### src/rtl/rio_defines.svh
// Constants of the interrupt output logic: offsets, fields, resets, timing.
`ifndef RIO_DEFINES_SVH
`define RIO_DEFINES_SVH

// System clock rate in hertz.
`define RIO_CLK_HZ 100000000

// Register indices; byte address is four times the index.
`define RIO_IDX_FLAGS 4'h0
`define RIO_IDX_CTRL 4'h6

// Event flags register bit positions.
`define RIO_B_WDF 7
`define RIO_B_AF 6
`define RIO_B_PF 5
`define RIO_B_OSC_STOP_FLAG 4
`define RIO_B_BPF 3
`define RIO_B_CAL 2
`define RIO_B_W 1

// Interrupt control register bit positions.
`define RIO_B_WIE 7
`define RIO_B_AIE 6
`define RIO_B_PFE 5
`define RIO_B_SQUARE_WAVE_ENABLE 4
`define RIO_B_HL 3
`define RIO_B_PL 2
`define RIO_B_SQ1 1
`define RIO_B_SQ0 0

// Reset values: flags clear, control {WATCHDOG_IRQ_ENABLE,ALARM_IRQ_ENABLE,POWERFAIL_IRQ_ENABLE,HL,PL} with HL set.
`define RIO_FLAGS_RST 3'h0
`define RIO_CTL_RST 5'h02
`define RIO_NV_FACTORY 3'h0

// Pulse width in milliseconds and its cycle count (longest, rounded down).
`define RIO_PULSE_MS 200
`define RIO_PULSE_CYC (`RIO_PULSE_MS * (`RIO_CLK_HZ / 1000))

// Wave frequencies in hertz and half periods in cycles.
`define RIO_F_1HZ 1
`define RIO_F_512HZ 512
`define RIO_F_4KHZ 4096
`define RIO_F_32KHZ 32768
`define RIO_HALF_1HZ (`RIO_CLK_HZ / (2 * `RIO_F_1HZ))
`define RIO_HALF_512HZ (`RIO_CLK_HZ / (2 * `RIO_F_512HZ))
`define RIO_HALF_4KHZ (`RIO_CLK_HZ / (2 * `RIO_F_4KHZ))
`define RIO_HALF_32KHZ (`RIO_CLK_HZ / (2 * `RIO_F_32KHZ))

`endif

### src/rtl/rio_pkg.sv
// Types shared by the interrupt output logic modules.
package rio_pkg;

  // Pulse timer states.
  typedef enum logic {
    PS_IDLE   = 1'b0,
    PS_ACTIVE = 1'b1
  } rio_pulse_e;

  // Source events, one-cycle pulses from the monitors.
  typedef struct packed {
    logic wdt;
    logic alarm;
    logic pfail;
  } rio_evt_s;

  // Nonvolatile wave settings.
  typedef struct packed {
    logic       square_wave_enable;
    logic [1:0] sq;
  } rio_nv_s;

  // State of the top module, apart from the nonvolatile wave bits held in rio_nvbits.
  typedef struct packed {
    logic [2:0]  flags;
    logic        wr_en;
    logic        cal;
    logic [4:0]  ctl;
    logic        waitreq;
    logic [7:0]  rdata;
    logic [2:0]  snap;
    logic        act_prev;
    rio_pulse_e  pst;
    logic [31:0] pcnt;
    logic [31:0] wcnt;
    logic        wave;
    logic        pin;
    logic        pin_oe;
  } rio_state_s;

endpackage : rio_pkg

### src/rtl/rio_nvbits.sv
// Nonvolatile holder for the square wave enable and frequency select bits.
`timescale 1ns/1ns
`default_nettype none
`include "rio_defines.svh"

module rio_nvbits
  import rio_pkg::*;
(
  input  wire logic       clk_sys_i,
  input  wire logic       nv_erase_i,
  input  wire logic       wr_i,
  input  wire logic [2:0] wdata_i,
  output logic      [2:0] q_o
);

  rio_nv_s nv_q;
  rio_nv_s nv_d;

  // Power-up reset does not touch these bits; only a factory erase does.
  always_comb begin
    nv_d = nv_q;
    if (nv_erase_i) begin
      nv_d = `RIO_NV_FACTORY;
    end else if (wr_i) begin
      nv_d = wdata_i;
    end
  end

  always_ff @(posedge clk_sys_i) begin
    nv_q <= nv_d;
  end

  assign q_o = nv_q;

endmodule : rio_nvbits
`default_nettype wire

### src/rtl/rio_top.sv
// Interrupt output logic of the clock companion, with Avalon-MM registers.
//
// Functional notes
// - Interrupt needs set flag and its enable.
// - Watchdog, alarm, power fail set their flags.
// - Pulse mode drives pin about 200 ms.
// - Level mode holds pin until flags read.
// - Pulse select bit: one pulse, zero level.
// - Polarity one push-pull high, zero open-drain low.
// - Active-high drive only above switchover threshold.
// - No interrupts while on backup power.
// - Interrupts valid only after power-up recall.
// - Disabled source only sets its flag.
// - Square wave enable replaces interrupt output.
// - Calibration bit forces 512 Hz tone.
// - Two select bits pick wave rate.
// - Wave enable and select bits are nonvolatile.
// - Flags read clears flags, releases level pin.
// - Flags read during pulse ends it early.
// - Flags register loads zero on power-up.
//
// Implementation choice: the Avalon-MM slave port.
`timescale 1ns/1ns
`default_nettype none
`include "rio_defines.svh"

module rio_top
  import rio_pkg::*;
#(
  parameter int unsigned PULSE_CYC  = `RIO_PULSE_CYC,
  parameter int unsigned HALF_1HZ   = `RIO_HALF_1HZ,
  parameter int unsigned HALF_512HZ = `RIO_HALF_512HZ,
  parameter int unsigned HALF_4KHZ  = `RIO_HALF_4KHZ
)
(
  input  wire logic        clk_sys_i,
  input  wire logic        srst_i,
  // Avalon-MM slave, byte addresses.
  input  wire logic [5:0]  avs_address_i,
  input  wire logic        avs_read_i,
  input  wire logic        avs_write_i,
  input  wire logic [3:0]  avs_byteenable_i,
  input  wire logic [31:0] avs_writedata_i,
  output logic      [31:0] avs_readdata_o,
  output logic             avs_waitrequest_o,
  // Source events, one cycle each.
  input  wire logic        wdt_timeout_i,
  input  wire logic        alarm_match_i,
  input  wire logic        power_fail_i,
  // Status from the power monitor and recall engine.
  input  wire logic        vcc_above_switch_i,
  input  wire logic        recall_done_i,
  input  wire logic        osc_stop_flag_i,
  input  wire logic        backup_fail_flag_i,
  // Factory erase of the nonvolatile wave settings.
  input  wire logic        nv_erase_i,
  // Interrupt pin as output and output enable.
  output logic             int_o,
  output logic             int_oe_o
);

  localparam logic [31:0] HALF_32KHZ = 32'(`RIO_HALF_32KHZ);

  rio_state_s q;
  rio_state_s d;
  rio_evt_s   evt;
  logic [2:0] nv_q;
  logic       nv_wr;

  // Half period for the selected square wave rate.
  function automatic logic [31:0] sel_half(input logic [1:0] sel);
    case (sel)
      2'b00:   sel_half = 32'(HALF_1HZ);
      2'b01:   sel_half = 32'(HALF_512HZ);
      2'b10:   sel_half = 32'(HALF_4KHZ);
      default: sel_half = HALF_32KHZ;
    endcase
  endfunction : sel_half

  // True when the byte address selects the given register index.
  function automatic logic hit(input logic [5:0] a, input logic [3:0] idx);
    hit = (a == {idx, 2'b00});
  endfunction : hit

  assign evt = '{wdt: wdt_timeout_i, alarm: alarm_match_i,
                 pfail: power_fail_i};

  rio_nvbits u_nv (
    .clk_sys_i  (clk_sys_i),
    .nv_erase_i (nv_erase_i),
    .wr_i       (nv_wr),
    .wdata_i    ({avs_writedata_i[`RIO_B_SQUARE_WAVE_ENABLE],
                  avs_writedata_i[`RIO_B_SQ1],
                  avs_writedata_i[`RIO_B_SQ0]}),
    .q_o        (nv_q)
  );

  // Bus decode terms used by the next-state logic.
  logic       req;
  logic       done;
  logic       hit_f;
  logic       hit_c;
  logic       wr;
  logic       clr;
  logic [7:0] rd_mux;

  always_comb begin
    req   = avs_read_i | avs_write_i;
    done  = req & ~q.waitreq;
    hit_f = hit(avs_address_i, `RIO_IDX_FLAGS);
    hit_c = hit(avs_address_i, `RIO_IDX_CTRL);
    wr    = done & avs_write_i & avs_byteenable_i[0];
    clr   = done & avs_read_i & hit_f;
    nv_wr = wr & hit_c;
  end

  // Read multiplexer; unmapped addresses read as zero.
  always_comb begin
    rd_mux = 8'h00;
    if (hit_f) begin
      rd_mux[`RIO_B_WDF]  = q.flags[2];
      rd_mux[`RIO_B_AF]   = q.flags[1];
      rd_mux[`RIO_B_PF]   = q.flags[0];
      rd_mux[`RIO_B_OSC_STOP_FLAG] = osc_stop_flag_i;
      rd_mux[`RIO_B_BPF]  = backup_fail_flag_i;
      rd_mux[`RIO_B_CAL]  = q.cal;
      rd_mux[`RIO_B_W]    = q.wr_en;
    end else if (hit_c) begin
      rd_mux[`RIO_B_WIE]  = q.ctl[4];
      rd_mux[`RIO_B_AIE]  = q.ctl[3];
      rd_mux[`RIO_B_PFE]  = q.ctl[2];
      rd_mux[`RIO_B_SQUARE_WAVE_ENABLE] = nv_q[2];
      rd_mux[`RIO_B_HL]   = q.ctl[1];
      rd_mux[`RIO_B_PL]   = q.ctl[0];
      rd_mux[`RIO_B_SQ1]  = nv_q[1];
      rd_mux[`RIO_B_SQ0]  = nv_q[0];
    end
  end

  // Interrupt qualification and pin drive terms.
  logic        pwr_ok;
  logic        active;
  logic        irq_lvl;
  logic        drive_on;
  logic        drive_lvl;
  logic [31:0] half;

  always_comb begin
    // Interrupts exist only on main power after recall.
    pwr_ok = vcc_above_switch_i & recall_done_i;
    active = pwr_ok & (|(q.flags & q.ctl[4:2]));
    // Pulse or level style picked by the pulse select bit.
    irq_lvl = q.ctl[0] ? (q.pst == PS_ACTIVE) : active;
    half = q.cal ? 32'(HALF_512HZ) : sel_half(nv_q[1:0]);
    drive_on  = 1'b0;
    drive_lvl = 1'b0;
    // Calibration beats square wave, which beats the interrupt.
    if (!pwr_ok) begin
      drive_on = 1'b0;
    end else if (q.cal) begin
      drive_on  = 1'b1;
      drive_lvl = q.wave;
    end else if (nv_q[2]) begin
      drive_on  = 1'b1;
      drive_lvl = q.wave;
    end else if (|q.ctl[4:2]) begin
      drive_on  = 1'b1;
      drive_lvl = irq_lvl;
    end
  end

  // Next state: bus handshake, flags, control, pulse timer, wave, pin.
  always_comb begin
    d = q;
    // One wait cycle, then the access completes with waitrequest low.
    d.waitreq = 1'b1;
    if (req && q.waitreq) begin
      d.waitreq = 1'b0;
      d.rdata   = avs_read_i ? rd_mux : q.rdata;
      d.snap    = (avs_read_i && hit_f) ? q.flags : 3'h0;
    end
    // Only flags already shown to the host are cleared, so a flag that
    // rose during the wait cycle or at the clearing edge survives.
    d.flags = (q.flags & ~(clr ? q.snap : 3'h0)) | evt;
    if (|evt) begin
      d.flags = d.flags | evt;
    end
    // Flags register writes: W gates CAL.
    if (wr && hit_f) begin
      d.wr_en = avs_writedata_i[`RIO_B_W];
      if (q.wr_en) begin
        d.cal = avs_writedata_i[`RIO_B_CAL];
      end
    end
    if (wr && hit_c) begin
      d.ctl = {avs_writedata_i[`RIO_B_WIE], avs_writedata_i[`RIO_B_AIE],
               avs_writedata_i[`RIO_B_PFE], avs_writedata_i[`RIO_B_HL],
               avs_writedata_i[`RIO_B_PL]};
    end
    // Pulse timer starts on a rising qualified interrupt.
    d.act_prev = active;
    case (q.pst)
      PS_IDLE: begin
        if (active && !q.act_prev && q.ctl[0]) begin
          d.pst  = PS_ACTIVE;
          d.pcnt = 32'h0;
        end
      end
      PS_ACTIVE: begin
        if (clr || !pwr_ok || (q.pcnt >= 32'(PULSE_CYC) - 32'h1)) begin
          d.pst = PS_IDLE;
        end else begin
          d.pcnt = q.pcnt + 32'h1;
        end
      end
      default: begin
        d.pst = PS_IDLE;
      end
    endcase
    // Free-running wave divider shared by tone and square wave.
    if (q.wcnt >= half - 32'h1) begin
      d.wcnt = 32'h0;
      d.wave = ~q.wave;
    end else begin
      d.wcnt = q.wcnt + 32'h1;
    end
    // Pin drive style follows the polarity bit.
    if (!drive_on) begin
      d.pin    = 1'b0;
      d.pin_oe = 1'b0;
    end else if (q.ctl[1]) begin
      d.pin    = drive_lvl;
      d.pin_oe = 1'b1;
    end else begin
      d.pin    = 1'b0;
      d.pin_oe = drive_lvl;
    end
  end

  // State register; power-up reset clears flags and timers.
  always_ff @(posedge clk_sys_i) begin
    if (srst_i) begin
      q          <= '0;
      q.flags    <= `RIO_FLAGS_RST;
      q.ctl      <= `RIO_CTL_RST;
      q.waitreq  <= 1'b1;
      q.pst      <= PS_IDLE;
    end else begin
      q <= d;
    end
  end

  assign avs_readdata_o    = {24'h0, q.rdata};
  assign avs_waitrequest_o = q.waitreq;
  assign int_o             = q.pin;
  assign int_oe_o          = q.pin_oe;

endmodule : rio_top
`default_nettype wire

### config.mk
export PLATFORM = sky130hd
export DESIGN_NAME = rio_top
export DESIGN_NICKNAME = d
export VERILOG_FILES = /design/src/rtl/rio_pkg.sv /design/src/rtl/rio_nvbits.sv /design/src/rtl/rio_top.sv
export VERILOG_INCLUDE_DIRS = /design/src /design/src/rtl
export SDC_FILE = /design/constraint.sdc
export NUM_CORES = 1
export LEC_CHECK = 0
export ABC_AREA = 1
export BUFFER_PORTS_ARGS = -buffer_cell sky130_fd_sc_hd__buf_2
export CORE_MARGIN = 1.5
export CORE_UTILIZATION = 30
export DETAILED_ROUTE_END_ITERATION = 8
export PLACE_DENSITY = 0.47
export SLEW_MARGIN = 0
export SYNTH_ARGS = -nofsm -noshare
export SYNTH_HDL_FRONTEND = slang
export SYNTH_SLANG_ARGS = --single-unit
### constraint.sdc
create_clock -name clk_sys_i -period 7.6 [get_ports clk_sys_i]
set_input_delay 0.38 -clock clk_sys_i [delete_from_list [all_inputs] [get_ports clk_sys_i]]
set_output_delay 0.38 -clock clk_sys_i [all_outputs]
set_load 0.01 [all_outputs]
### Word level (Yosys, flattened, before mapping)

Index checks and enable logic that the tools add are counted.

| storage, ports and cells | value |
|---|---|
| flip-flop bits (word level) | 94 |
| bits of input ports | 54 |
| output and inout port bits | 35 |
| word-level logic and storage cells | 90 |

| cells by class | value |
|---|---|
| $add $sub $neg | 3 |
| order comparisons | 2 |
| equality and inequality tests | 5 |
| multiplexer cells | 24 |
| bitwise gates (word level) | 19 |
| reduce and logical (&&, ||, !) cells | 21 |

Operators with widths:

| kind | count |
|---|---|
| case mux 26 bit (3 select lines) | 1 |
| case mux 33 bit (2 select lines) | 1 |
| adder 32 x 1 -> 32 bit, second input constant | 2 |
| 2-to-1 mux 32 bit | 2 |
| 2-to-1 mux 33 bit | 1 |
| greater-or-equal comparator 32 x 25 -> 1 bit, second input constant | 1 |
| greater-or-equal comparator 32 bit | 1 |
| subtractor 32 x 1 -> 32 bit, second input constant | 1 |
| 2-to-1 mux 8 bit | 2 |
| 2-to-1 mux 1 bit | 12 |
| 2-to-1 mux 12 bit | 1 |
| OR reduction 3 bit | 4 |
| 2-to-1 mux 3 bit | 3 |
| AND 1 bit | 8 |
| 2-to-1 mux 7 bit | 1 |
| AND 3 bit | 2 |
| == test 6 x 5 -> 1 bit, second input constant | 1 |
| logical AND 1 bit | 6 |
| logical NOT 6 bit | 1 |
| bitwise OR 3 bit | 2 |
| AND reduction 2 bit | 3 |
| inverter 1 bit | 5 |
| != test 2 bit, second input constant | 2 |
| OR reduction 2 bit | 2 |
| other kinds (7) | 9 |

### Logic depth before layout (Yosys ltp)

Gate-level depths: netlist of run 1.

| depth | value |
|---|---|
| depth after elaboration | 10 |
| mapped depth | 21 |
| depth with buffers taken out | 21 |

### Hierarchy

Synthesis of run 1 repeated with hierarchy kept, for this count alone.

| second synthesis, totals | value |
|---|---|
| cell total of the unflattened synthesis | 864 |
| area, all modules | 5868.1 um2 |

By module, submodules not included:

| module | instances | cells an instance | area an instance (um2) | seq. area each (um2) |
|---|---|---|---|---|
| rio_top | 1 | 845 | 5748.0 | 1821.7 |
| rio_nvbits | 1 | 19 | 120.1 | 60.1 |

### Least setup slack after synthesis of run 1

No wires, ideal clock.

| timing | value |
|---|---|
| path type | reg-to-reg |
| start | reg u_nv.q_o[0] (netlist name) |
| end | reg q[10] (netlist bit) |
| library setup time | 0.064 ns |
| arrival time | 3.020 ns |
| data required time | 7.536 ns |
| path slack | 4.515 ns |
| stages on the path, launching flop included | 20 |
| buffers on the path | 1 |
| period minus slack after synthesis | 3.085 ns |
| cell sequence | dfxtp_1 > inv_1 > ha_1 > o21ai_0 > ha_1 > nand2_1 > nor3_1 > nand2_1 > xor2_1 > ha_1 > nand2_1 > a21oi_1 > o21ai_0 > nand2_1 > nor2_1 > nand2_1 > nand2_1 > nand3_2 > buf_2 > nor2_1 |

| on the way | value |
|---|---|
| longest elaborated chain between the ends | 6 |
| elaborated cells between the ends (all ways) | 8 |
| those cells by class | 1 x add/sub; 1 x order compare; 2 x eq/ne; 2 x mux; 2 x reduce/logical |

Ends and longest elaborated chain:

| what | line | text |
|---|---|---|
| == test 2 bit, or another cell as far along | rio_top.sv:72 | `case (sel)` |
| case mux 26 bit (3 select lines) * | rio_top.sv:72 |  |
| 2-to-1 mux 32 bit * | rio_top.sv:154 | `half = q.cal ? 32'(HALF_512HZ) : sel_half(nv_q[1:0]);` |
| subtractor 32 x 1 -> 32 bit * | rio_top.sv:221 | `if (q.wcnt >= half - 32'h1) begin` |
| greater-or-equal comparator 32 bit * | rio_top.sv:221 |  |
| OR reduction 2 bit (no line) * | -- |  |
| to (decl) | rio_top.sv:64 | `rio_state_s q;` |

Every way passes the cells marked *; elsewhere a longest branch is shown, timed or not.
A chain may end at the register's enable or synchronous reset.

### Worst setup path after layout of run 1

| timing | value |
|---|---|
| start | reg u_nv.q_o[0] (netlist name) |
| end | reg q[28] (netlist bit) |

| on the way | value |
|---|---|
| longest elaborated chain between the ends | 6 |
| elaborated cells between the ends (all ways) | 8 |
| those cells by class | 1 x add/sub; 1 x order compare; 2 x eq/ne; 2 x mux; 2 x reduce/logical |

Ends and longest elaborated chain:

| what | line |
|---|---|
| == test 2 bit, or another cell as far along | rio_top.sv:72 |
| case mux 26 bit (3 select lines) * | rio_top.sv:72 |
| 2-to-1 mux 32 bit * | rio_top.sv:154 |
| subtractor 32 x 1 -> 32 bit * | rio_top.sv:221 |
| greater-or-equal comparator 32 bit * | rio_top.sv:221 |
| OR reduction 2 bit (no line) * | -- |

Marked as above.

==> results by group, run 1 <==
Synth
  – Avg Synthesized Cell Area: 6.78 um2
  – Synth area leader: dfxtp_1
  – Top post-synthesis cells by area: dfxtp_1 (32%), nand2_1 (12%), nor2_1 (9.8%)
  – Ys Warns: 0
  – Synth async-reset ratio: 0%
  – Post-synth top area share: roughly a third
  – Area of the mapped netlist: 5820 um2
  – Sequential share of the synthesized area: 32.3%
  – Top FF cell, synth: dfxtp_1
  – Synth Register Bits: 94
  – Cell count after synthesis: 859
  – Post-synth EDFFs: 0
  – Netlist cell types: 40

Global route
  – Initial antenna violation count: 0
  – Largest net degree at the start of global routing: 31
  – Tot GR Track Use: approximately 14%
  – Number of global-route vias before repair: 4813
  – First-pass GRT wire length: 23100 um
  – Remaining Overflow, GRT: 0

Run
  – Maxcap violations: 0

Timing
  – RSZ-0062 raised after global routing: no
  – Final Skew: 0.00972 ns
  – Pins Over Slew Limit: 0
  – Fmax: ~260 MHz
  – Slew headroom: 33.6%
  – Hold Fails Final Rpt: 0
  – WHS: between 0.2 and 0.25 ns
  – Final setup TNS: 0 ns
  – Min Tclk post-route: 3.85 ns
  – Slew @ Worst Pin: 0.993 ns
  – Final Cycle Share: between 50 and 60%
  – Final setup fails: 0

Pwr
  – Leakage: around 2.7 nW
  – Internal power: about 0.00074 W
  – Power share of the clock group: 44.6%
  – Power after layout: 0.000988 W
  – Sequential share of power: 51.1%
  – Combinational share of power: 4.3%
  – Worst vdd ir: 91.0 uV
  – Switching power: 0.000248 W
  – Pwr dens: 154 nW/um2
  – Switching Share: about 25%

Cells and area
  – Fillers: about 2100
  – Non-Filler Instances: 1150
  – Fin util: around a third
  – Synthesis-to-finish area growth: 9.85%
  – Layout cells sized above 1: 8.20%
  – ANT cells: 0
  – Storage cell area: 1880 um2
  – Multi-input logic area: 3350 um2
  – Nets@finish: about 1000

Floorplanning
  – Io pins: 89
  – Full die area: 20200 um2
  – Initial Utilization: 30.8%
  – Die width: 142 um
  – Core ar.: between 15000 and 20000 um2
  – Die height: 142 um
  – Site row count: 50

Critical path
  – Critical Path AT: just over 4 ns
  – Worst Reg-to-Reg Cells: 18
  – Crit path max fanout: 27
  – Startpoint Class: register
  – WP data required: roughly 7.9 ns
  – Endpoint type of the worst setup path: register
  – Critical R2R Launch: u_nv.q_o[0]
  – Register-to-register setup slack: 3.75 ns
  – R2R Path End: q[28]
  – Worst setup path class: register to register

Worst hold path
  – Hold crit path type: input pin to register
  – HP Start: nv_erase_i
  – Hold Path Depth: 2
  – Hold Path Sink: u_nv.q_o[2]

Clock tree
  – CTS Buffer Depth: 2
  – Skew-Pair Late Insertion Delay: 0.35 ns
  – # resized after CTS: 0
  – Sink Count: 94
  – Root buf cell: clkbuf_16
  – CTS HTree Levels: 3
  – CTS Hold Bufs: 0
  – Clock buffer count from CTS: 9
  – Total setup buffers inserted after CTS: 0
  – CTS tree: done
  – Clock slew at reported path FFs: 0.07 ns

Routing
  – Total number of vias: 5077
  – Number of DRC markers in iteration 0: 211
  – Vias per cell: about 4.4
  – Wire length per cell: 11.8 um
  – Post-Route WL: 13600 um
  – DRT Pass-1 Iters: 4
  – DRT antenna net count: 0
  – Number of remaining DRC errors: 0

Placement
  – Cell count after placement: 1134
  – RePlAce Congestion: 0.802
  – Detail Placement HPWL: 10100 um
  – Buffers on Ports: 37

Outcome
  – Status: complete, no violations
==> cell usage in the layout (no fill, tap or decap), types with 2 or more instances in the layout <==
| cell | instances |
|---|---|
| nor2_1 | 152 |
| nand3_1 | 50 |
| o21a_1 | 4 |
| nand2_1 | 184 |
| o21ai_0 | 18 |
| xor2_1 | 19 |
| ha_1 | 36 |
| xnor2_1 | 14 |
| a21o_1 | 2 |
| a211oi_1 | 2 |
| clkinv_4 | 3 |
| nor4_1 | 3 |
| nand3_2 | 4 |
| nand2_2 | 3 |
| buf_2 | 37 |
| clkinvlp_4 | 2 |
| dfxtp_1 | 94 |
| conb_1 | 31 |
| or2_2 | 3 |
| nor2_4 | 2 |
| inv_1 | 93 |
| clkbuf_16 | 9 |
| nor3_4 | 2 |
| a21oi_1 | 55 |
| nand4_1 | 16 |
| a31oi_1 | 2 |
| inv_6 | 2 |
| o211ai_1 | 14 |
| nor3_1 | 22 |
==> cells by family after synthesis <==
kind of cell    after synthesis  share of synthesized area, %
buf+inv                     148                          12.0
flops                        94                          32.3
xor+xnor                     33                          4.97
other cells                   2                         0.129
simple gates                448                          33.3
fa+ha+maj                    36                          7.74
compound gates               98                          9.48
==> cells in the mapped netlist, types with 2 or more instances <==
library cell  number
nand2_1          184
nor2_1           152
dfxtp_1           94
inv_1             93
a21oi_1           55
nand3_1           50
ha_1              36
buf_4             34
nor3_1            22
xor2_1            19
o21ai_0           18
nand4_1           16
o211ai_1          14
xnor2_1           14
clkbuf_1          10
buf_2              6
nand3_2            4
o21a_1             4
nand2_2            3
nor4_1             3
or2_2              3
a211oi_1           2
a21o_1             2
a31oi_1            2
conb_1             2
nor2_4             2
nor3_4             2
==> power groups by stage <==
| stage | logic (W) | registers (W) | clock network [W] |
|---|---|---|---|
| after floorplan | 0.0000393 | 0.000515 | 0 |
| after global placement | 0.0000432 | 0.000516 | 0 |
| after detailed placement | 0.0000430 | 0.000516 | 0 |
| after CTS | 0.0000433 | 0.000504 | 0.000457 |
| after global routing | 0.0000489 | 0.000505 | 0.000474 |
| final | 0.0000427 | 0.000504 | 0.000441 |
==> registers in the layout (all words and copies together), names as in the netlist <==
signal / count
q: 80
avs_readdata_o: 8
u_nv.q_o: 3
avs_waitrequest_o: 1
int_o: 1
int_oe_o: 1
==> how the worst max path moves through the flow <==
stage	start	to	slack, ns
floorplan	u_nv.q_o[0]	q[10]	4.52
global placement	u_nv.q_o[0]	q[28]	3.67
detailed placement	u_nv.q_o[0]	q[28]	3.67
CTS	u_nv.q_o[0]	q[28]	3.65
global route	u_nv.q_o[0]	q[27]	3.08
finish	u_nv.q_o[0]	q[28]	3.75
==> stage by stage <==
stage               setup slack [ns]  cell area [um2]
finish                          3.75             6390
detailed placement              3.67             6110
global placement                3.67             6110
floorplan                       4.52             5930
CTS                             3.65             6390
global route                    3.08             6390
==> per-layer routing <==
metal  vias to the layer above  track usage [%]  part of all wire (%)
met3                        12             2.36                   3.4
li1                       2756                -                     -
met2                        77             22.6                    43
met1                      2232             19.3                    52
met4                         0             5.10                   1.7
met5                         -                0                     0
==> critical path, cell delays in order, from the launching register on <==
cell,delay (ns)
dfxtp_1,0.42
inv_1,0.13
ha_1,0.21
o21ai_0,0.51
ha_1,0.27
nand2_1,0.05
nor3_1,0.26
nand2_1,0.11
xor2_1,0.16
ha_1,0.30
nand2_1,0.07
a21oi_1,0.06
o21ai_0,0.13
nand2_1,0.06
nor2_1,0.08
nand2_1,0.06
nand2_1,0.10
nand3_2,0.48
a21oi_1,0.30
==> cell type report <==
cell class,instances,share of cell area [%]
inverters,96,5.68
well taps,260,5.09
multi-input cells,646,52.3
clock inverters,7,0.920
repair buffers,38,3.01
clock buffers,9,3.52
flip-flops and latches,94,29.4
(Power assumes the default switching activity.)
==> run 2, diff against run 1 <==
--- a/config.mk
+++ b/config.mk
@@ -11,7 +11,7 @@
 export CORE_MARGIN = 1.5
 export CORE_UTILIZATION = 30
 export DETAILED_ROUTE_END_ITERATION = 8
-export PLACE_DENSITY = 0.47
+export PLACE_DENSITY = 0.48
 export SLEW_MARGIN = 0
 export SYNTH_ARGS = -nofsm -noshare
 export SYNTH_HDL_FRONTEND = slang
==> constraint.sdc (replaced) <==
create_clock -name clk_sys_i -period 3.3 [get_ports clk_sys_i]
set_input_delay 0.165 -clock clk_sys_i [delete_from_list [all_inputs] [get_ports clk_sys_i]]
set_output_delay 0.165 -clock clk_sys_i [all_outputs]
set_load 0.01 [all_outputs]
==> run 2 against run 1 <==
  * Via count increased by 2.2%
  * Global-route usage increased by 0.35 points
  * Worst setup slack got worse by 3.4 ns
  * First-iteration DRC count decreased by 3.3%
  * Critical path type unchanged
  * Largest cell class unchanged
  * Highest routed layer unchanged
==> results by group, run 2 (synthesis results as in run 1) <==
Outcome
  – Status: complete, no violations

Floorplanning
  – Io pins: 89
  – Die height: 142 um
  – Initial Utilization: 30.8%
  – Site row count: 50
  – Full die area: 20200 um2
  – Die width: 142 um
  – Core ar.: 18900 um2

Critical path
  – Startpoint Class: register
  – Worst setup path class: register to register
  – Endpoint type of the worst setup path: register
  – Critical Path, Cell by Cell: inv_1 > ha_1 > o21ai_0 > buf_4 > ha_1 > nand2_1 > nor3_2 > buf_4 > xor2_1 > ha_1 > a21oi_2 > o21a_1 > nand2_1 > nand2_1 > nand2_1 > nand2_2 > nand3_4 > clkbuf_16 > a21oi_1
  – CP max stage delay: 0.37 ns
  – Buf+Inv Stages, Crit Path: 4
  – Most used cell, CP: nand2_1
  – Critical-path top delay cell: dfxtp_4
  – Delay-heaviest family, CP: simple AND/OR/NAND/NOR gates
  – WP data required: 3.59 ns
  – Critical Path AT: roughly 3.3 ns
  – Crit path max fanout: 7

Placement
  – Detail Placement HPWL: about 10000 um
  – RePlAce Congestion: 0.821
  – Buffers on Ports: 37

Global route
  – First-pass GRT wire length: roughly 24000 um
  – Largest net degree at the start of global routing: 31
  – Initial antenna violation count: 0
  – Tot GR Track Use: 14.5%
  – Number of global-route vias before repair: 4801
  – Remaining Overflow, GRT: 0

Cells and area
  – Fillers: 2128
  – Fin util: about a third
  – Synthesis-to-finish area growth: 13.9%
  – Nets@finish: 989
  – Multi-input logic area: approximately 3400 um2
  – Highest-count cells in the layout ignoring fill and taps: nand2_1 (183), nor2_1 (152), inv_1 (93), dfxtp_1 (93), a21oi_1 (54)
  – Most flops, register: q
  – Layout cells sized above 1: 10.2%
  – Storage cell area: 1890 um2
  – Commonest non-fill, non-tap cell in the layout: nand2_1
  – Max reg flops: 80
  – ANT cells: 0

Timing
  – Final setup fails: 0
  – Fmax: 334 MHz
  – Slew @ Worst Pin: 0.905 ns
  – Final Cycle Share: roughly nine tenths
  – Slew headroom: 39.6%
  – Pins Over Slew Limit: 0
  – Final Skew: 0.00632 ns
  – WHS: 0.0208 ns
  – Hold Fails Final Rpt: 0
  – Min Tclk post-route: ~3 ns

Routing
  – Wire length per cell: 12.1 um
  – Total number of vias: 5190
  – Number of remaining DRC errors: 0
  – Vias per cell: 4.46
  – DRT Pass-1 Iters: 4
  – Post-Route WL: 14000 um
  – DRT antenna net count: 0
  – Number of DRC markers in iteration 0: 204

Clock tree
  – Root buf cell: clkbuf_16
  – Skew-Pair Late Insertion Delay: 0.36 ns
  – CTS HTree Levels: 3
  – Sink Count: 94
  – Clock buffer count from CTS: 9
  – Clock slew at reported path FFs: ~0.07 ns
  – CTS Buffer Depth: 2
  – CTS tree: done

Pwr
  – Leakage: 2.86 nW
  – Worst vdd ir: 179 uV
  – Pwr dens: approximately 370 nW/um2

Run
  – Maxcap violations: 0

Worst hold path
  – Hold crit path type: input pin to register
==> run 2: worst paths after layout <==
| check | startpoint | to | slack [ns] | cells past startpoint |
|---|---|---|---|---|
| setup / recovery | u_nv.q_o[0] | q[29] | 0.31 | 19 |
| hold / removal | power_fail_i | q[88] | 0.02 | 3 |
| setup reg to reg | u_nv.q_o[0] | q[29] | 0.31 | 19 |
| hold reg to reg | q[65] | q[65] | 0.44 | 2 |
==> run 2: layout make-up <==
cell class	instances	share of cell area (%)
well taps	260	4.91
flip-flops and latches	94	28.5
repair buffers	52	5.25
multi-input cells	646	51.0
clock inverters	7	1.57
clock buffers	9	3.40
inverters	96	5.47
==> run 2: report_power, final <==
| group | switching, W | total (W) | internal (W) |
|---|---|---|---|
| clock network | 0.000506 | 0.00118 | 0.000676 |
| logic | 0.0000674 | 0.000103 | 0.0000360 |
| registers | 0.0000102 | 0.00116 | 0.00115 |
==> run 2: what timing repair did <==
item	4_1_cts	5_1_grt
endpoints found under the hold margin	1	0
buffers inserted	0	2
resized for setup	0	8
hold buffers	1	0
setup endpoints to repair	0	28
==> run 2: per-layer routing <==
| layer | GRT usage, % | up-vias | wire [um] |
|---|---|---|---|
| met5 | 0 | - | 0 |
| met4 | 5.86 | 0 | 237 |
| met3 | 1.82 | 12 | 419 |
| met2 | 23.0 | 71 | 6150 |
| met1 | 20.0 | 2321 | 7220 |
| li1 | - | 2786 | - |
==> run 2: worst register-to-register path, delay by kind of cell (launching register included) <==
family                     cells  cell delay (ns)
buffers and inverters          4             0.63
and+or+nand+nor                7             0.63
adders and majority gates      3             0.62
AOI/OAI and AO/OA              4             0.49
DFF                            1             0.37
xor gates and xnor gates       1             0.17
==> run 2: stage by stage <==
step	setup WS, ns	std cells	power [W]	cell area, um2	TNS [ns]
global placement	0.221	1143	0.00129	6190	0
global route	-0.0212	1164	0.00254	6630	-0.176
detailed placement	0.193	1143	0.00129	6190	0
CTS	0.154	1160	0.00247	6530	0
finish	0.307	1164	0.00245	6630	0
floorplan	0.215	888	0.00128	5930	0
